<file path="src/hmb_pkg.sv">
package hmb_pkg;

  // register offsets
  localparam logic [7:0] HMB_OFS_HZONE   = 8'h19;
  localparam logic [7:0] HMB_OFS_MONITOR = 8'h1a;
  localparam logic [7:0] HMB_OFS_BUCK1   = 8'h1b;

  // field positions
  localparam int HMB_HZ_MODE_BIT    = 6;
  localparam int HMB_HZ_WARM_LSB    = 4;
  localparam int HMB_HZ_ROOM_LSB    = 2;
  localparam int HMB_HZ_COOL_LSB    = 0;
  localparam int HMB_MON_RATIO_LSB  = 5;
  localparam int HMB_MON_FLOAT_BIT  = 4;
  localparam int HMB_MON_CH_LSB     = 0;
  localparam int HMB_B1_SLOT_LSB    = 5;
  localparam int HMB_B1_RUN_LSB     = 0;

  // writable bits of each register
  localparam logic [7:0] HMB_HZ_WR_MASK  = 8'h7f;
  localparam logic [7:0] HMB_MON_WR_MASK = 8'h7f;
  localparam logic [7:0] HMB_B1_WR_MASK  = 8'h03;

  // reset values
  localparam logic [7:0] HMB_HZ_RESET  = 8'h3f;
  localparam logic [7:0] HMB_MON_RESET = 8'h00;
  localparam logic [7:0] HMB_B1_RESET  = 8'h00;

  // threshold arithmetic, in millivolts
  localparam logic [12:0] HMB_BASE_MV      = 13'h0fd2;
  localparam logic [12:0] HMB_STEP_MV      = 13'h0032;
  localparam logic [12:0] HMB_TRIM_STEP_MV = 13'h0032;
  localparam logic [3:0]  HMB_BASE_MAX     = 4'hb;
  localparam logic [1:0]  HMB_TRIM_NONE    = 2'h3;

  // monitor channel codes
  localparam logic [3:0] HMB_CH_OFF      = 4'h0;
  localparam logic [3:0] HMB_CH_LAST     = 4'h9;

  // thermal monitor enable codes
  localparam logic [1:0] HMB_THM_OFF       = 2'h0;
  localparam logic [1:0] HMB_THM_COOL_ROOM = 2'h1;
  localparam logic [1:0] HMB_THM_ROOM_WARM = 2'h2;
  localparam logic [1:0] HMB_THM_ALL       = 2'h3;

  // switch policy codes
  localparam logic [1:0] HMB_POL_DIRECT = 2'h0;
  localparam logic [1:0] HMB_POL_AUTO   = 2'h1;
  localparam logic [1:0] HMB_POL_IDEAL  = 2'h2;

  // buck1 boot slots
  localparam logic [2:0] HMB_SLOT_OFF  = 3'h0;
  localparam logic [2:0] HMB_SLOT_P0   = 3'h2;
  localparam logic [2:0] HMB_SLOT_P25  = 3'h3;
  localparam logic [2:0] HMB_SLOT_P50  = 3'h4;
  localparam logic [2:0] HMB_SLOT_RUN  = 3'h7;

  // buck1 run-control codes
  localparam logic [1:0] HMB_RUN_OFF = 2'h0;
  localparam logic [1:0] HMB_RUN_ON  = 2'h1;
  localparam logic [1:0] HMB_RUN_PIN = 2'h2;

  // boot milestone bits
  localparam int HMB_MS_P0   = 0;
  localparam int HMB_MS_P25  = 1;
  localparam int HMB_MS_P50  = 2;
  localparam int HMB_MS_P100 = 3;

  typedef enum logic [2:0] {
    HMB_ZONE_COLD = 3'b000,
    HMB_ZONE_COOL = 3'b001,
    HMB_ZONE_ROOM = 3'b010,
    HMB_ZONE_WARM = 3'b011,
    HMB_ZONE_HOT  = 3'b100
  } hmb_zone_e;

  typedef enum logic [1:0] {
    HMB_SW_DIRECT  = 2'b00,
    HMB_SW_AUTO    = 2'b01,
    HMB_SW_IDEAL   = 2'b10,
    HMB_SW_CHARGER = 2'b11
  } hmb_switch_e;

  typedef struct packed {
    logic       unused;
    logic       inhibit_mode;
    logic [1:0] warm_trim;
    logic [1:0] room_trim;
    logic [1:0] cool_trim;
  } hmb_hzone_s;

  typedef struct packed {
    logic       unused;
    logic [1:0] ratio;
    logic       off_float;
    logic [3:0] channel;
  } hmb_mon_s;

  typedef struct packed {
    logic [2:0] boot_slot;
    logic [2:0] unused;
    logic [1:0] run_control;
  } hmb_buck1_s;

  typedef struct packed {
    logic       charger_present;
    logic       interaction_enable;
    logic [1:0] thermal_enable;
    logic [3:0] base_threshold;
    logic [1:0] switch_policy;
  } hmb_harvest_s;

endpackage : hmb_pkg

</file>
<file path="src/hmb_thresh_trim.sv">
`timescale 1ns/1ps
`default_nettype none

module hmb_thresh_trim (
  // base code and zone trim
  input  wire logic [3:0]  base_code_in,
  input  wire logic [1:0]  trim_in,
  // resulting threshold
  output logic      [12:0] thresh_mv_out,
  output logic             valid_out
);
  import hmb_pkg::*;

  logic [12:0] base_mv;
  logic [12:0] reduction_mv;

  // each trim code step below 11 takes off one more 50 mV
  always_comb begin
    base_mv       = HMB_BASE_MV + 13'(HMB_STEP_MV * 13'(base_code_in));
    reduction_mv  = 13'(HMB_TRIM_STEP_MV * 13'(HMB_TRIM_NONE - trim_in));
    thresh_mv_out = base_mv - reduction_mv;
    valid_out     = (base_code_in <= HMB_BASE_MAX);
  end

endmodule : hmb_thresh_trim

`default_nettype wire

</file>
<file path="src/hmb_regs.sv">
`timescale 1ns/1ps
`default_nettype none

module hmb_regs (
  // clock and reset
  input  wire logic                 REF_CLK_IN,
  input  wire logic                 RESET_N_IN,
  // register access port
  input  wire logic [7:0]           REG_ADDR_IN,
  input  wire logic                 REG_WR_EN_IN,
  input  wire logic [7:0]           REG_WR_DATA_IN,
  input  wire logic                 REG_RD_EN_IN,
  output logic      [7:0]           REG_RD_DATA_OUT,
  output logic                      REG_RD_VALID_OUT,
  // harvester status from neighbouring logic
  input  wire hmb_pkg::hmb_harvest_s HARVEST_CFG_IN,
  input  wire hmb_pkg::hmb_zone_e    TEMP_ZONE_IN,
  // buck1 boot and control inputs
  input  wire logic [2:0]           BUCK1_BOOT_SLOT_STRAP_IN,
  input  wire logic [3:0]           BOOT_MILESTONE_IN,
  input  wire logic                 BUCK1_PIN_ENABLE_IN,
  input  wire logic                 POWER_DOWN_STATE_IN,
  // harvester outputs
  output logic                      HARVEST_DISABLE_PIN6_OUT,
  output hmb_pkg::hmb_switch_e      BAT_SYS_SWITCH_OUT,
  output logic      [12:0]          HARVEST_THRESH_MV_OUT,
  output logic                      HARVEST_THRESH_VALID_OUT,
  // monitor outputs
  output logic      [3:0]           MON_CHANNEL_OUT,
  output logic      [1:0]           MON_RATIO_OUT,
  output logic                      MON_PULLDOWN_OUT,
  output logic                      MON_FLOAT_OUT,
  // buck1 outputs
  output logic                      BUCK1_ENABLE_OUT,
  output logic                      BUCK1_DISCHARGE_OUT
);
  import hmb_pkg::*;

  hmb_hzone_s hzone_reg;
  hmb_mon_s   mon_reg;
  hmb_buck1_s buck1_reg;
  logic       strap_taken_reg;

  logic [1:0]  zone_trim;
  logic [12:0] thresh_mv;
  logic        thresh_valid;
  logic        monitor_on;
  logic        zone_allowed;
  logic        inhibit;
  logic        harvest_off_next;
  hmb_switch_e switch_next;
  logic        buck1_en_next;

  function automatic logic addr_hit(input logic [7:0] addr, input logic [7:0] ofs);
    addr_hit = (addr == ofs);
  endfunction : addr_hit

  function automatic hmb_switch_e policy_to_switch(input logic [1:0] pol);
    case (pol)
      HMB_POL_DIRECT: policy_to_switch = HMB_SW_DIRECT;
      HMB_POL_AUTO:   policy_to_switch = HMB_SW_AUTO;
      HMB_POL_IDEAL:  policy_to_switch = HMB_SW_IDEAL;
      // reserved policy falls back to the plain direct path
      default:        policy_to_switch = HMB_SW_DIRECT;
    endcase
  endfunction : policy_to_switch

  // ---------------------------------------------------------------
  // register writes
  // ---------------------------------------------------------------

  always_ff @(posedge REF_CLK_IN or negedge RESET_N_IN) begin
    if (!RESET_N_IN) begin
      hzone_reg <= hmb_hzone_s'(HMB_HZ_RESET);
    end else if (REG_WR_EN_IN && addr_hit(REG_ADDR_IN, HMB_OFS_HZONE)) begin
      hzone_reg <= hmb_hzone_s'(REG_WR_DATA_IN & HMB_HZ_WR_MASK);
    end
  end

  always_ff @(posedge REF_CLK_IN or negedge RESET_N_IN) begin
    if (!RESET_N_IN) begin
      mon_reg <= hmb_mon_s'(HMB_MON_RESET);
    end else if (REG_WR_EN_IN && addr_hit(REG_ADDR_IN, HMB_OFS_MONITOR)) begin
      mon_reg <= hmb_mon_s'(REG_WR_DATA_IN & HMB_MON_WR_MASK);
    end
  end

  // run control is software's; boot slot is loaded only from the strap
  // one process owns the whole register, so no field has two drivers
  // strap is caught at the first edge after release, not by the reset itself
  always_ff @(posedge REF_CLK_IN or negedge RESET_N_IN) begin
    if (!RESET_N_IN) begin
      buck1_reg       <= hmb_buck1_s'(HMB_B1_RESET);
      strap_taken_reg <= 1'b0;
    end else begin
      if (!strap_taken_reg) begin
        buck1_reg.boot_slot <= BUCK1_BOOT_SLOT_STRAP_IN;
        strap_taken_reg     <= 1'b1;
      end
      if (REG_WR_EN_IN && addr_hit(REG_ADDR_IN, HMB_OFS_BUCK1)) begin
        buck1_reg.run_control <= REG_WR_DATA_IN[HMB_B1_RUN_LSB +: 2] & HMB_B1_WR_MASK[HMB_B1_RUN_LSB +: 2];
        buck1_reg.unused      <= 3'h0;
      end
    end
  end

  // ---------------------------------------------------------------
  // register reads
  // ---------------------------------------------------------------

  always_ff @(posedge REF_CLK_IN or negedge RESET_N_IN) begin
    if (!RESET_N_IN) begin
      REG_RD_DATA_OUT  <= 8'h00;
      REG_RD_VALID_OUT <= 1'b0;
    end else begin
      REG_RD_VALID_OUT <= REG_RD_EN_IN;
      if (!REG_RD_EN_IN) begin
        REG_RD_DATA_OUT <= 8'h00;
      end else if (addr_hit(REG_ADDR_IN, HMB_OFS_HZONE)) begin
        REG_RD_DATA_OUT <= 8'(hzone_reg) & HMB_HZ_WR_MASK;
      end else if (addr_hit(REG_ADDR_IN, HMB_OFS_MONITOR)) begin
        REG_RD_DATA_OUT <= 8'(mon_reg) & HMB_MON_WR_MASK;
      end else if (addr_hit(REG_ADDR_IN, HMB_OFS_BUCK1)) begin
        REG_RD_DATA_OUT <= {buck1_reg.boot_slot, 3'h0, buck1_reg.run_control};
      end else begin
        REG_RD_DATA_OUT <= 8'h00;
      end
    end
  end

  // ---------------------------------------------------------------
  // harvester zone handling
  // ---------------------------------------------------------------

  always_comb begin
    monitor_on = (HARVEST_CFG_IN.thermal_enable != HMB_THM_OFF);
    case (HARVEST_CFG_IN.thermal_enable)
      HMB_THM_COOL_ROOM: zone_allowed = (TEMP_ZONE_IN == HMB_ZONE_COOL) || (TEMP_ZONE_IN == HMB_ZONE_ROOM);
      HMB_THM_ROOM_WARM: zone_allowed = (TEMP_ZONE_IN == HMB_ZONE_ROOM) || (TEMP_ZONE_IN == HMB_ZONE_WARM);
      HMB_THM_ALL:       zone_allowed = (TEMP_ZONE_IN == HMB_ZONE_COOL) || (TEMP_ZONE_IN == HMB_ZONE_ROOM)
                                        || (TEMP_ZONE_IN == HMB_ZONE_WARM);
      default:           zone_allowed = 1'b1;
    endcase
  end

  assign inhibit = !HARVEST_CFG_IN.charger_present && HARVEST_CFG_IN.interaction_enable
                   && monitor_on && !zone_allowed;

  always_comb begin
    harvest_off_next = 1'b0;
    switch_next      = HMB_SW_DIRECT;
    if (HARVEST_CFG_IN.charger_present) begin
      harvest_off_next = HARVEST_CFG_IN.interaction_enable;
      switch_next      = HMB_SW_CHARGER;
    end else if (!HARVEST_CFG_IN.interaction_enable) begin
      switch_next = HMB_SW_DIRECT;
    end else if (inhibit && hzone_reg.inhibit_mode) begin
      harvest_off_next = 1'b0;
      switch_next      = HMB_SW_IDEAL;
    end else if (inhibit) begin
      harvest_off_next = 1'b1;
      switch_next      = policy_to_switch(HARVEST_CFG_IN.switch_policy);
    end else begin
      switch_next = policy_to_switch(HARVEST_CFG_IN.switch_policy);
    end
  end

  always_ff @(posedge REF_CLK_IN or negedge RESET_N_IN) begin
    if (!RESET_N_IN) begin
      HARVEST_DISABLE_PIN6_OUT <= 1'b0;
      BAT_SYS_SWITCH_OUT       <= HMB_SW_DIRECT;
    end else begin
      HARVEST_DISABLE_PIN6_OUT <= harvest_off_next;
      BAT_SYS_SWITCH_OUT       <= switch_next;
    end
  end

  // trims only mean something once the thermistor is watched
  always_comb begin
    zone_trim = HMB_TRIM_NONE;
    if (monitor_on) begin
      case (TEMP_ZONE_IN)
        HMB_ZONE_WARM: zone_trim = hzone_reg.warm_trim;
        HMB_ZONE_ROOM: zone_trim = hzone_reg.room_trim;
        HMB_ZONE_COOL: zone_trim = hzone_reg.cool_trim;
        default:       zone_trim = HMB_TRIM_NONE;
      endcase
    end
  end

  hmb_thresh_trim u_thresh (
    .base_code_in  (HARVEST_CFG_IN.base_threshold),
    .trim_in       (zone_trim),
    .thresh_mv_out (thresh_mv),
    .valid_out     (thresh_valid)
  );

  always_ff @(posedge REF_CLK_IN or negedge RESET_N_IN) begin
    if (!RESET_N_IN) begin
      HARVEST_THRESH_MV_OUT    <= 13'h0000;
      HARVEST_THRESH_VALID_OUT <= 1'b0;
    end else begin
      HARVEST_THRESH_MV_OUT    <= thresh_mv;
      HARVEST_THRESH_VALID_OUT <= thresh_valid;
    end
  end

  // ---------------------------------------------------------------
  // analog monitor multiplexer
  // ---------------------------------------------------------------

  always_ff @(posedge REF_CLK_IN or negedge RESET_N_IN) begin
    if (!RESET_N_IN) begin
      MON_CHANNEL_OUT  <= HMB_CH_OFF;
      MON_RATIO_OUT    <= 2'h0;
      MON_PULLDOWN_OUT <= 1'b1;
      MON_FLOAT_OUT    <= 1'b0;
    end else begin
      MON_CHANNEL_OUT  <= (mon_reg.channel <= HMB_CH_LAST) ? mon_reg.channel : HMB_CH_OFF;
      MON_RATIO_OUT    <= mon_reg.ratio;
      MON_PULLDOWN_OUT <= ((mon_reg.channel == HMB_CH_OFF) || (mon_reg.channel > HMB_CH_LAST))
                          && !mon_reg.off_float;
      MON_FLOAT_OUT    <= ((mon_reg.channel == HMB_CH_OFF) || (mon_reg.channel > HMB_CH_LAST))
                          && mon_reg.off_float;
    end
  end

  // ---------------------------------------------------------------
  // buck1 enable sequencing
  // ---------------------------------------------------------------

  always_comb begin
    buck1_en_next = 1'b0;
    case (buck1_reg.boot_slot)
      HMB_SLOT_P0:  buck1_en_next = BOOT_MILESTONE_IN[HMB_MS_P0];
      HMB_SLOT_P25: buck1_en_next = BOOT_MILESTONE_IN[HMB_MS_P25];
      HMB_SLOT_P50: buck1_en_next = BOOT_MILESTONE_IN[HMB_MS_P50];
      HMB_SLOT_RUN: begin
        if (BOOT_MILESTONE_IN[HMB_MS_P100]) begin
          case (buck1_reg.run_control)
            HMB_RUN_ON:  buck1_en_next = 1'b1;
            HMB_RUN_PIN: buck1_en_next = BUCK1_PIN_ENABLE_IN;
            default:     buck1_en_next = 1'b0;
          endcase
        end
      end
      default: buck1_en_next = 1'b0;
    endcase
    // power-down states always win over any enable
    if (POWER_DOWN_STATE_IN) begin
      buck1_en_next = 1'b0;
    end
  end

  always_ff @(posedge REF_CLK_IN or negedge RESET_N_IN) begin
    if (!RESET_N_IN) begin
      BUCK1_ENABLE_OUT    <= 1'b0;
      BUCK1_DISCHARGE_OUT <= 1'b0;
    end else begin
      BUCK1_ENABLE_OUT    <= buck1_en_next;
      BUCK1_DISCHARGE_OUT <= POWER_DOWN_STATE_IN;
    end
  end

endmodule : hmb_regs

`default_nettype wire

</file>
<file path="config.mk">
export PLATFORM = sky130hd
export DESIGN_NAME = hmb_regs
export DESIGN_NICKNAME = d
export VERILOG_FILES = /design/src/hmb_pkg.sv /design/src/hmb_thresh_trim.sv /design/src/hmb_regs.sv
export SDC_FILE = /design/constraint.sdc
export NUM_CORES = 1
export LEC_CHECK = 0
export BUFFER_PORTS_ARGS = -buffer_cell sky130_fd_sc_hd__buf_2
export CAP_MARGIN = 30
export CORE_ASPECT_RATIO = 1.25
export CORE_UTILIZATION = 41
export CTS_BUF_LIST = sky130_fd_sc_hd__clkbuf_16
export CTS_CLUSTER_DIAMETER = 60
export DETAILED_ROUTE_END_ITERATION = 8
export GPL_TIMING_DRIVEN = 1
export HOLD_SLACK_MARGIN = 0.05
export PLACE_DENSITY_LB_ADDON = 0.1
export SLEW_MARGIN = 30
export SYNTH_ARGS = -nofsm -noshare
export SYNTH_HDL_FRONTEND = slang
export SYNTH_SLANG_ARGS = --single-unit
export TNS_END_PERCENT = 50
</file>
<file path="constraint.sdc">
create_clock -name REF_CLK_IN -period 3.9 [get_ports REF_CLK_IN]
set_clock_uncertainty 0.15 [all_clocks]
set_input_delay 0.195 -clock REF_CLK_IN [delete_from_list [all_inputs] [get_ports REF_CLK_IN]]
set_output_delay 0.195 -clock REF_CLK_IN [all_outputs]
set_load 0.01 [all_outputs]
</file>
Word level (Yosys, flattened, before mapping)
Cells that the tools add are included.
W data, S select, Z words.
{"block": "classes", "addsub": 3, "mul": 2, "n_lt_le_gt_ge": 3, "n_eq_ne": 17, "muxes": 20, "n_reduce_logical": 18}
{"op": "$mux W8", "n": 4}
{"op": "$eq A8 B5 Y1 const B", "n": 3}
{"op": "$add A12 B10 Y13 const A", "n": 1}
{"op": "$mul A5 B13 Y12 const A", "n": 1}
{"op": "$sub A13 B13 Y13", "n": 1}
{"op": "$eq A3 B2 Y1 const B", "n": 4}
{"op": "$logic_and A1 B1 Y1", "n": 9}
{"op": "$mul A5 B4 Y9 const A", "n": 1}
{"op": "$eq A2 B2 Y1 const B", "n": 4}
{"op": "$le A4 B4 Y1 const B", "n": 2}
{"op": "$mux W2", "n": 4}
{"op": "$eq A2 B1 Y1 const B", "n": 3}
{"op": "$eq A3 B3 Y1 const B", "n": 2}
{"op": "$mux W1", "n": 6}
{"op": "$pmux W2 S3", "n": 1}
{"op": "$gt A4 B4 Y1 const B", "n": 1}
{"op": "$logic_not A4 Y1", "n": 1}
{"op": "$logic_or A1 B1 Y1", "n": 4}
{"op": "$mux W4", "n": 1}
{"op": "$pmux W1 S4", "n": 1}
{"op": "$pmux W2 S2", "n": 1}
{"op": "$eq A3 B1 Y1 const B", "n": 1}
{"op": "$logic_not A1 Y1", "n": 3}
{"op": "$pmux W1 S3", "n": 1}
{"op": "3 further kinds", "n": 3}
{"block": "totals", "regBits": 56, "in_bits": 42, "output_inout_bits": 36, "elab_cells": 85}

Depth between registers and ports, before layout
Gate-level depths: netlist of the first run.
{"block": "logic_depth", "depth_word": 10, "ltp_mapped": 14, "mapped_depth_nobuf": 13}

Cells and area by module
From an unflattened synthesis of the first run, not the netlist that was laid out.
{"block": "hier_totals", "hier_cells": 248, "area_unflattened_um2": 2890.3}
{"module": "hmb_regs", "n_inst": 1, "cells_per_inst": 155, "area_each_um2": 2168.3, "seq_area_each_um2": 1410.1}
{"module": "hmb_thresh_trim", "n_inst": 1, "cells_per_inst": 93, "area_each_um2": 721.9, "seq_area_each_um2": 0.0}

Worst setup path after synthesis of the first run
No wires, ideal clock.
{"block": "synth_path", "path_type": "input-to-reg", "startpoint": "in TEMP_ZONE_IN[1]", "endpoint": "reg HARVEST_THRESH_MV_OUT[9]", "setup_ns": 0.079, "arrival_ns": 3.161, "required_ns": 3.671, "setup_slack_ns": 0.510, "stages": 12, "path_buffers": 1, "path_cell_list": "clkbuf_1 > or3b_2 > a21o_1 > inv_1 > ha_1 > ha_1 > ha_1 > and3_1 > a2111oi_0 > o22ai_1 > nor2_1 > xor2_1"}
{"block": "synth_via", "elab_chain_len": 6, "word_cells_on_any_way": 8, "cone_classes": "2 x add/sub; 1 x mul; 3 x eq/ne; 2 x mux"}
{"element": "from (decl)", "line_no": "hmb_regs.sv:17", "rtl": "input wire hmb_pkg::hmb_zone_e TEMP_ZONE_IN,"}
{"element": "$eq A3 B1 Y1 / $eq A3 B2 Y1 (equally long branches)", "line_no": "hmb_regs.sv:182", "rtl": "case (TEMP_ZONE_IN)"}
{"element": "$pmux W2 S3 (*)", "line_no": "hmb_regs.sv:182"}
{"element": "$mux W2 (*)", "line_no": "hmb_regs.sv:181", "rtl": "if (monitor_on) begin"}
{"element": "$sub A2 B2 Y3 (*)", "line_no": "hmb_thresh_trim.sv:20", "rtl": "reduction_mv = 13'(HMB_TRIM_STEP_MV * 13'(HMB_TRIM_NONE - trim_in));"}
{"element": "$mul A5 B13 Y12 (*)", "line_no": "hmb_thresh_trim.sv:20"}
{"element": "$sub A13 B13 Y13 (*)", "line_no": "hmb_thresh_trim.sv:21", "rtl": "thresh_mv_out = base_mv - reduction_mv;"}
{"element": "net thresh_mv[9]", "line_no": "hmb_regs.sv:45", "rtl": "logic [12:0] thresh_mv;"}
{"element": "to (signal assigned)", "line_no": "hmb_regs.sv:203", "rtl": "HARVEST_THRESH_MV_OUT <= thresh_mv;"}
{"element": "to (decl)", "line_no": "hmb_regs.sv:26", "rtl": "output logic [12:0] HARVEST_THRESH_MV_OUT,"}
Mark *: on every way through the listed nets, which the timed path passes. The rest lies on a longest branch.
A chain may end at the register's enable or synchronous reset.

Final worst setup path of the first run
{"block": "layout_path", "startpoint": "reg hzone_reg[3] (netlist name)", "endpoint": "reg HARVEST_THRESH_MV_OUT[9]"}
{"block": "layout_via", "elab_chain_len": 5}
{"element": "from (decl)", "line_no": "hmb_regs.sv:39", "rtl": "hmb_hzone_s hzone_reg;"}
{"element": "from (signal assigned)", "line_no": "hmb_regs.sv:74", "rtl": "hzone_reg <= hmb_hzone_s'(HMB_HZ_RESET);"}
{"element": "from (signal assigned)", "line_no": "hmb_regs.sv:76", "rtl": "hzone_reg <= hmb_hzone_s'(REG_WR_DATA_IN & HMB_HZ_WR_MASK);"}
{"element": "$pmux W2 S3", "line_no": "hmb_regs.sv:182"}
{"element": "$mux W2", "line_no": "hmb_regs.sv:181"}
{"element": "$sub A2 B2 Y3", "line_no": "hmb_thresh_trim.sv:20"}
{"element": "$mul A5 B13 Y12", "line_no": "hmb_thresh_trim.sv:20"}
{"element": "$sub A13 B13 Y13", "line_no": "hmb_thresh_trim.sv:21"}
{"element": "net thresh_mv[9]", "line_no": "hmb_regs.sv:45"}
The timed path passes the listed nets, and every way through them passes these cells.

==> impl_metrics.csv, run 1 <==
group,metric,value,unit
timing,setup_slack,602,ps
timing,slew_headroom,56.1,%
timing,holdWs,75.4,ps
logic_synthesis,synth_top_area_share,43.1,%
timing,fin_crit_sh,84.6,%
placed_design,portBuffers,75,
critical_path,crit_fanout,5,
logic_synthesis,ys_types,48,
die,core_area,0.00657,mm²
critical_path,critPathMostFrequentCell,"ha_1",
cells_and_area,design_area,0.00361,mm²
pwr,pwr-share-comb,23.8,%
cells_and_area,largestRegisters,"HARVEST_THRESH_MV_OUT (12), REG_RD_DATA_OUT (8)",
logic_synthesis,ys_seq_elements,55,
grt,gr-usage-all-layers,16.8,%
pwr,switchingPower,408,µW
die,die_area,0.00713,mm²
pwr,powerDensity,421,mW/mm²
critical_path,r2r_slack,600,ps
die,io_pins,78,
clocking,clkTransAtPathRegs,70,ps
cells_and_area,largest-register,"HARVEST_THRESH_MV_OUT",
pwr,vdd_drop_max,179,µV
grt,grt_max_degree,56,
cells_and_area,num_antenna_cells,0,
logic_synthesis,yosysMostFrequentCell,"dfrtp_1",
grt,overflow,0,
critical_path,cp_data_arrival_time,3360,ps
run_status,outcome,"completed",
logic_synthesis,seq_area_frac_synth,49.7,%
cells_and_area,instances_no_fill,429,
cells_and_area,n_fill_cell,619,
timing,fin_setup_tns,0,ps
logic_synthesis,synth.cell_area,0.00279,mm²
pwr,internal-power,1110,µW
timing,rsz0062_at_grt,"false",
die,die_h,94.2,µm
clocking,ctsLongestPathBuffers,2,
critical_path,crit_type,"flop to flop",
die,start_util,42.4,%
placed_design,placedInstanceArea,0.00327,mm²
logic_synthesis,synthTopCellsByArea,"dfrtp_1, ha_1, mux2_2",
clocking,cts_root_buf,"clkbuf_16",
placed_design,post-place-ws,574,ps
critical_path,cp.buffers_inverters,2,
cells_and_area,fin_nets,413,
timing,finalSetupViolations,0,
critical_path,max_stage_delay,430,ps
placed_design,dp_cells,403,
logic_synthesis,ys_warn_count,0,
grt,grt_pass1_wl,8.91,mm
run,maxCapViolations,0,
logic_synthesis,syn_nets,315,
pwr,swShare,26.8,%
timing,fin_crit,3300,ps
critical_path,cp_cell_sequence,"or3b_2, a21o_1, inv_1, ha_1, ha_1, ha_1, and3_1, a2111oi_0, buf_4, o22ai_1, nor2_1, xor2_1",
timing,max_freq,303,MHz
pwr,p_leak,0.00189,µW
logic_synthesis,synth_ff_type,"dfrtp_1",
routing,vias,2028,
logic_synthesis,avgSynthCellArea,11.5,µm²
grt,antenna_found_initial,0,
clocking,cts_tree,"yes",
cells_and_area,layout-drive-gt1-share,33.9,%
clocking,clock-sinks,55,
routing,drc,0,
routing,viasPerCell,4.73,
routing,dr.first_iter.drc_count,70,
timing,finalHoldViolCount,0,
pwr,clkPwrFrac,32.2,%
timing,finalMaxSlewViolations,0,
placed_design,gp_congestion,0.796,
die,num_rows,33,
routing,drt_wl_total,5.41,mm
logic_synthesis,synthArstFlopShare,100,%
critical_path,required,3960,ps
critical_path,cp-start-kind,"flop",
min_path,holdCritPathClass,"input pin to flop",
clocking,h-tree-depth,2,
critical_path,cp_top_family,"adder cells",
logic_synthesis,synth_top_area_cell,"dfrtp_1",
critical_path,worst_path_max_delay_cell,"or3b_2",
grt,grt_pass1_vias,1983,
clocking,cts_resized,0,
pwr,power.share.sequential,43.9,%
logic_synthesis,netlist_instances,243,
clocking,numCtsBuffers,5,
critical_path,endpoint_kind,"flop",
clocking,clock_latency,290,ps
timing,tightest_slew,658,ps
cells_and_area,largest_register_ff_count,12,
die,die_w,75.7,µm
routing,post_drt_wl_per_cell,12.6,µm
cells_and_area,area_growth,29.6,%
logic_synthesis,synth_edf_count,0,
placed_design,dpl.hpwl,4.13,mm
logic_synthesis,netlist_top_cells_count,"dfrtp_1, ha_1, inv_1",
routing,postRouteAntennaNets,0,
routing,drtPass1Iterations,4,
[cells in the final DEF (no fill, tap or decap), types with 2 or more instances in the layout]
master         netlist  routed
nor2b_1              5       5
and2_1               2       2
buf_4                1       2
a31oi_1              3       3
buf_2                0      75
xnor2_1              4       4
a21oi_1             10      10
mux2i_1              2       2
conb_1               2       2
clkbuf_16            0       5
ha_1                28      28
a22oi_1              3       3
nor2_1              17      17
nand3_1              2       2
dfstp_2              7       7
mux2_2              18      18
o22ai_1              2       2
o21ai_0              6       6
xor2_1               4       4
nor4_1               4       4
nand2_1             10      10
nor3_1               2       2
fa_1                 2       2
inv_1               26      26
or3b_2               2       2
nand3b_1             3       3
and3_1               2       2
dfrtp_1             48      48
a21o_1               4       4
nand3_2              2       2
dlygate4sd3_1        0      18
[final timing paths]
check,startpoint,end,cells past startpoint
max,hzone_reg[3]$_DFFE_PN1P_,HARVEST_THRESH_MV_OUT[9]$_DFF_PN0_,12
max in group asynchronous,RESET_N_IN,HARVEST_THRESH_MV_OUT[6]$_DFF_PN0_,3
min reg2reg,mon_reg[6]$_DFFE_PN0P_,MON_RATIO_OUT[1]$_DFF_PN0_,0
max reg2reg,hzone_reg[3]$_DFFE_PN1P_,HARVEST_THRESH_MV_OUT[9]$_DFF_PN0_,12
min in group asynchronous,RESET_N_IN,BAT_SYS_SWITCH_OUT[1]$_DFF_PN0_,3
min,REG_ADDR_IN[0],REG_RD_DATA_OUT[7]$_DFF_PN0_,3
[through the flow]
| step | utilization (%) | total power [µW] |
|---|---|---|
| floorplan | - | 887 |
| global placement | 49.8 | 1030 |
| detailed placement | 49.8 | 1030 |
| CTS | 55.0 | 1540 |
| global route | 55.0 | 1610 |
| finish | 55.0 | 1520 |
[worst reg2reg max path, delay by kind of cell, from the launching register on]
family,cells,cell delay [ps]
fa+ha+maj,3,870
simple gates,3,720
compound gates,3,690
flops,1,380
buf+inv,2,270
xor+xnor,1,150
[cell families (layout without fill, tap and decap cells)]
kind of cell	count (synthesis)	after routing	synth area share, %
DFF	55	55	49.7
and+or+nand+nor	60	60	12.3
xor gates and xnor gates	8	8	2.51
other	2	2	0.270
adders and majority gates	30	30	14.0
muxes	21	21	8.40
buffers and inverters	30	129	4.18
AOI/OAI and AO/OA	37	37	8.58
[layout make-up]
cell class	count	area, µm²	area share (%)
Clock inverter	3	38.8	1.07
Tap cell	87	109	3.01
Sequential cell	55	1390	38.4
Multi-Input combinational cell	158	1280	35.6
Timing Repair Buffer	95	571	15.8
Inverter	26	97.6	2.70
Clock buffer	5	125	3.47
[timing repair]
action                                  CTS  global route
endpoints found under the setup margin    0             0
endpoints found under the hold margin    74             0
setup buffers                             0             0
hold buffers                             18             0
[power groups by stage]
stage | logic (µW) | registers [µW] | clock network [µW]
5_1_grt | 411 | 677 | 526
3_5_place_dp | 354 | 679 | 0
2_1_floorplan | 181 | 706 | 0
4_1_cts | 367 | 670 | 503
3_3_place_gp | 346 | 681 | 0
6_report | 363 | 669 | 490
[layer usage]
| metal | global-route usage [%] | up-vias | routed length (µm) |
|---|---|---|---|
| met5 | 0 | - | 0 |
| met4 | 6.94 | 0 | 102 |
| met3 | 3.22 | 8 | 185 |
| met2 | 31.1 | 40 | 2940 |
| met1 | 17.9 | 947 | 2180 |
| li1 | - | 1033 | - |
No activity file was read; power rests on OpenSTA's default activity.
==> run 2: changes to the inputs <==
==> constraint.sdc (replaced) <==
create_clock -name REF_CLK_IN -period 3.3 [get_ports REF_CLK_IN]
set_clock_uncertainty 0.15 [all_clocks]
set_input_delay 0.165 -clock REF_CLK_IN [delete_from_list [all_inputs] [get_ports REF_CLK_IN]]
set_output_delay 0.165 -clock REF_CLK_IN [all_outputs]
set_load 0.01 [all_outputs]
==> impl_metrics.csv, run 2 (synthesized netlist as in run 1, its figures left out) <==
group,metric,value,unit
run_status,outcome,"completed",
critical_path,required,3360,ps
clocking,ctsLongestPathBuffers,2,
routing,drtPass1Iterations,4,
timing,tightest_slew,709,ps
critical_path,cp.buffers_inverters,2,
critical_path,r2r-end,"HARVEST_THRESH_MV_OUT[9]$_DFF_PN0_",
routing,drc,0,
cells_and_area,layout-drive-gt1-share,37.3,%
die,io_pins,78,
routing,drt_wl_total,5.59,mm
cells_and_area,fin_util,57.9,%
critical_path,worst_path_max_delay_cell,"or3b_2",
cells_and_area,largest_register_ff_count,12,
die,start_util,42.4,%
cells_and_area,area_growth,36.5,%
die,die_h,94.2,µm
pwr,p_leak,0.00198,µW
timing,finalHoldViolCount,0,
clocking,cts_root_buf,"clkbuf_16",
timing,fin_crit,3170,ps
grt,grt_pass1_wl,9.36,mm
critical_path,reg2reg_depth,12,
routing,post_drt_wl_per_cell,12.5,µm
grt,antenna_found_initial,0,
timing,slew_headroom,52.7,%
cells_and_area,n_fill_cell,554,
routing,viasPerCell,4.74,
cells_and_area,num_antenna_cells,0,
placed_design,gp_congestion,0.789,
clocking,h-tree-depth,2,
die,num_rows,33,
cells_and_area,largestRegisters,"HARVEST_THRESH_MV_OUT (12), REG_RD_DATA_OUT (8)",
clocking,clock-sinks,55,
critical_path,r2r_slack,130,ps
grt,overflow,0,
critical_path,cp-start-kind,"flop",
min_path,worst_hold_path.endpoint,"REG_RD_DATA_OUT[6]$_DFF_PN0_",
timing,finalMaxSlewViolations,0,
cells_and_area,largest-register,"HARVEST_THRESH_MV_OUT",
timing,finalSetupViolations,0,
critical_path,critPathMostFrequentCell,"ha_1",
cells_and_area,layout_commonest_cell,"buf_2",
critical_path,crit_type,"flop to flop",
min_path,hp-start,"REG_ADDR_IN[0]",
timing,fin_crit_sh,96.2,%
critical_path,cp_top_family,"adder cells",
die,core_area,0.00657,mm²
routing,postRouteAntennaNets,0,
placed_design,dpl.hpwl,4.34,mm
clocking,numCtsBuffers,5,
routing,dr.first_iter.drc_count,45,
clocking,clock_latency,290,ps
die,die_area,0.00713,mm²
clocking,clkTransAtPathRegs,70,ps
critical_path,endpoint_kind,"flop",
critical_path,reg2reg_from,"hzone_reg[2]$_DFFE_PN1P_",
die,die_w,75.7,µm
critical_path,max_stage_delay,430,ps
grt,grt_max_degree,34,
routing,vias,2115,
min_path,holdCritPathClass,"input pin to flop",
placed_design,portBuffers,75,
timing,fin_setup_tns,0,ps
pwr,vdd_drop_max,272,µV
grt,gr-usage-all-layers,17.4,%
critical_path,crit_fanout,5,
cells_and_area,fin_nets,430,
pwr,powerDensity,505,mW/mm²
critical_path,cp_cell_sequence,"or3b_2, a21o_1, ha_1, ha_1, inv_1, ha_1, and3_1, a2111oi_2, buf_4, o22ai_1, nor2_1, xor2_1",
grt,grt_pass1_vias,2139,
cells_and_area,final_cell_mix,"buf_2, dfrtp_1, inv_1, ha_1, dlygate4sd3_1",
timing,max_freq,315,MHz
run,maxCapViolations,0,
min_path,min_path_cells,3,
critical_path,cp_data_arrival_time,3240,ps
clocking,cts_tree,"yes",
## run 2: changes by cell type in the layout (fill, tap and decap cells not counted), moves of 2 or more
cell / previous run / this run
buf_4: 2 / 16
ha_1: 28 / 26
ha_4: 0 / 2
dlygate4sd3_1: 18 / 21
## run 2: area by class of cell
class	count	area, µm²	area share, %
multi-input combinational	158	1320	34.6
sequential	55	1390	36.4
tap	87	109	2.86
timing repair buffer	112	706	18.6
inverter	26	97.6	2.57
clock inverter	3	63.8	1.68
clock buffer	5	125	3.29
## run 2: worst max path at each step
stage / slack, ps / start / depth (start not counted) / end
6_report: 130 / hzone_reg[2]$_DFFE_PN1P_ / 12 / HARVEST_THRESH_MV_OUT[9]$_DFF_PN0_
5_1_grt: -5 / hzone_reg[2]$_DFFE_PN1P_ / 12 / HARVEST_THRESH_MV_OUT[9]$_DFF_PN0_
4_1_cts: 20 / hzone_reg[3]$_DFFE_PN1P_ / 12 / HARVEST_THRESH_MV_OUT[9]$_DFF_PN0_
3_5_place_dp: -10 / HARVEST_CFG_IN[2] / 14 / HARVEST_THRESH_MV_OUT[9]$_DFF_PN0_
3_3_place_gp: 20 / HARVEST_CFG_IN[2] / 14 / HARVEST_THRESH_MV_OUT[9]$_DFF_PN0_
2_1_floorplan: 30 / TEMP_ZONE_IN[1] / 12 / HARVEST_THRESH_MV_OUT[9]$_DFF_PN0_
## run 2: stage by stage
step | worst slack, ps | instance area, µm² | instances | total power [µW] | hold slack, ps
2_1_floorplan | 28.3 | 2790 | 243 | 1050 | -281
3_3_place_gp | 20.0 | 3370 | 417 | 1240 | 105
3_5_place_dp | -12.7 | 3370 | 417 | 1250 | 115
4_1_cts | 20.0 | 3770 | 446 | 1930 | 95.9
5_1_grt | -4.60 | 3800 | 446 | 2030 | 116
6_report | 125 | 3800 | 446 | 1920 | 105
## run 2: layer usage
layer,GRT usage (%),wire length [µm]
met5,0,0
met4,7.87,153
met3,3.11,175
met2,32.9,3080
met1,18.0,2180
## run 2: worst reg2reg max path, delay by kind of cell, from the launching register on
family / cells / cell delay, ps
fa+ha+maj: 3 / 790
simple gates: 3 / 760
compound gates: 3 / 660
flops: 1 / 370
buf+inv: 2 / 220
xor+xnor: 1 / 150
## run 2: repair_timing
action,in CTS,in global routing
setup buffers,0,0
gates resized for setup,0,4
hold endpoints to repair,57,0
hold buffers,21,0
setup endpoints to repair,0,1
## run 2: power breakdown
part	leakage, µW	total, µW	switching, µW	internal (µW)
Clock	0.0000952	652	221	432
Combinational	0.00120	477	236	241
Sequential	0.000688	789	31.4	758
Total	0.00198	1920	489	1430
==> run 3: changes to the inputs <==
--- a/config.mk
+++ b/config.mk
@@ -14,7 +14,8 @@
 export DETAILED_ROUTE_END_ITERATION = 8
 export GPL_TIMING_DRIVEN = 1
 export HOLD_SLACK_MARGIN = 0.05
-export PLACE_DENSITY_LB_ADDON = 0.1
+export PLACE_DENSITY = 0.66
+export RECOVER_POWER = 25
 export SLEW_MARGIN = 30
 export SYNTH_ARGS = -nofsm -noshare
 export SYNTH_HDL_FRONTEND = slang
==> impl_metrics.csv, run 3 (synthesized netlist as in run 1, its figures left out) <==
group,metric,value,unit
grt,grt_max_degree,39,
timing,max_freq,317,MHz
grt,overflow,0,
placed_design,gp_congestion,0.827,
routing,drtPass1Iterations,6,
cells_and_area,largest-register,"HARVEST_THRESH_MV_OUT",
clocking,clock_latency,290,ps
critical_path,reg2reg_from,"hzone_reg[3]$_DFFE_PN1P_",
critical_path,required,3360,ps
die,start_util,42.4,%
clocking,cts_tree,"yes",
die,num_rows,33,
clocking,cts_root_buf,"clkbuf_16",
cells_and_area,largestRegisters,"HARVEST_THRESH_MV_OUT (12), REG_RD_DATA_OUT (8)",
clocking,numCtsBuffers,5,
timing,finalSetupViolations,0,
timing,finalHoldViolCount,0,
clocking,cts_setup_buffers,0,
grt,grt_pass1_vias,2085,
min_path,hp-start,"REG_ADDR_IN[0]",
cells_and_area,multi_input_area,0.00131,mm²
die,core_area,0.00657,mm²
timing,tightest_slew,795,ps
grt,antenna_found_initial,0,
cells_and_area,layout-drive-gt1-share,29.7,%
placed_design,dpl.hpwl,4.28,mm
cells_and_area,fin_nets,431,
routing,dr.first_iter.drc_count,67,
critical_path,crit_type,"flop to flop",
routing,drc,0,
placed_design,dp_cells,418,
die,die_h,94.2,µm
grt,gr-usage-all-layers,16.9,%
placed_design,portBuffers,75,
pwr,vdd_drop_max,235,µV
cells_and_area,fin_util,57.1,%
run,maxCapViolations,0,
min_path,worst_hold_path.endpoint,"REG_RD_DATA_OUT[1]$_DFF_PN0_",
timing,setup_slack,149,ps
cells_and_area,final_cell_mix,"buf_2, dfrtp_1, ha_1, clkbuf_1, inv_1",
die,io_pins,78,
cells_and_area,largest_register_ff_count,12,
cells_and_area,n_fill_cell,593,
pwr,powerDensity,495,mW/mm²
critical_path,r2r-end,"HARVEST_THRESH_MV_OUT[9]$_DFF_PN0_",
timing,fin_crit,3150,ps
clocking,clock-sinks,55,
critical_path,endpoint_kind,"flop",
cells_and_area,num_antenna_cells,0,
routing,vias,2120,
cells_and_area,regArea,0.00139,mm²
pwr,p_total,1850,µW
cells_and_area,layout_commonest_cell,"buf_2",
routing,viasPerCell,4.74,
clocking,clkTransAtPathRegs,70,ps
clocking,h-tree-depth,2,
timing,slew_headroom,47.0,%
min_path,holdCritPathClass,"input pin to flop",
pwr,p_leak,0.00188,µW
clocking,ctsLongestPathBuffers,2,
critical_path,crit_fanout,2,
timing,finalMaxSlewViolations,0,
cells_and_area,area_growth,34.4,%
cells_and_area,instances_no_fill,447,
placed_design,post-place-ws,16.5,ps
routing,postRouteAntennaNets,0,
routing,drt_wl_total,5.59,mm
routing,post_drt_wl_per_cell,12.5,µm
min_path,min_path_cells,3,
grt,grt_pass1_wl,9.07,mm
critical_path,r2r_slack,150,ps
timing,fin_crit_sh,95.5,%
critical_path,cp-start-kind,"flop",
critical_path,reg2reg_depth,11,
die,die_w,75.7,µm
critical_path,cp_data_arrival_time,3210,ps
timing,rsz0062_at_grt,"true",
die,die_area,0.00713,mm²
run_status,outcome,"completed",
run 3: changes by cell type in the layout (fill, tap and decap cells not counted), sizes merged:
cell,change
clkbuf,+27
bufinv,-1
buf,-26
clkinv,+1
run 3: metal layers:
layer  routed length (µm)  track usage (%)  vias up
li1                     -                -     1070
met1                 2180             17.9      999
met2                 3100             32.2       44
met3                  223             3.00        7
met4                   86             6.02        0
met5                    0                0        -
run 3: through the flow:
| step | hold slack [ps] | setup TNS [ps] | area [µm²] |
|---|---|---|---|
| after global placement | 140 | 0 | 3380 |
| after global routing | 109 | -20.1 | 3750 |
| after floorplan | -281 | 0 | 2790 |
| after CTS | 85.9 | 0 | 3760 |
| final | 97.0 | 0 | 3750 |
| after detailed placement | 147 | 0 | 3380 |
run 3: critical path, cell delays in order (launching register included):
cell and delay, ps:
dfstp_2 370, or3b_2 420, a21o_1 200, buf_4 130
ha_1 310, fa_1 450, a21o_1 230, a2111oi_2 290
buf_4 170, o22ai_1 90, nor2_1 130, xor2_1 150
run 3: cell type report:
| class | count | share of cell area [%] |
|---|---|---|
| Multi-Input combinational cell | 158 | 35.0 |
| Sequential cell | 55 | 37.0 |
| Timing Repair Buffer | 113 | 18.1 |
| Inverter | 26 | 2.61 |
| Tap cell | 87 | 2.91 |
| Clock inverter | 3 | 1.14 |
| Clock buffer | 5 | 3.34 |
run 3: repair_timing:
item	4_1_cts	5_1_grt
hold endpoints to repair	62	0
hold buffers	21	0
gates resized for setup	0	3
setup endpoints to repair	0	3
run 3: worst max path at each step:
| stage | from | slack [ps] | end | cells after the start |
|---|---|---|---|---|
| floorplan | TEMP_ZONE_IN[1] | 30 | HARVEST_THRESH_MV_OUT[9]$_DFF_PN0_ | 12 |
| global placement | HARVEST_CFG_IN[2] | 50 | HARVEST_THRESH_MV_OUT[9]$_DFF_PN0_ | 14 |
| detailed placement | HARVEST_CFG_IN[2] | 20 | HARVEST_THRESH_MV_OUT[9]$_DFF_PN0_ | 14 |
| CTS | hzone_reg[3]$_DFFE_PN1P_ | 40 | HARVEST_THRESH_MV_OUT[9]$_DFF_PN0_ | 12 |
| global route | hzone_reg[2]$_DFFE_PN1P_ | -20 | HARVEST_THRESH_MV_OUT[9]$_DFF_PN0_ | 12 |
| finish | hzone_reg[3]$_DFFE_PN1P_ | 150 | HARVEST_THRESH_MV_OUT[9]$_DFF_PN0_ | 11 |
run 3: power breakdown:
part	leakage (µW)	total, µW	switching (µW)	internal [µW]
sequential	0.000688	792	33.8	758
clock	0.0000818	588	230	358
combinational	0.00111	473	240	233
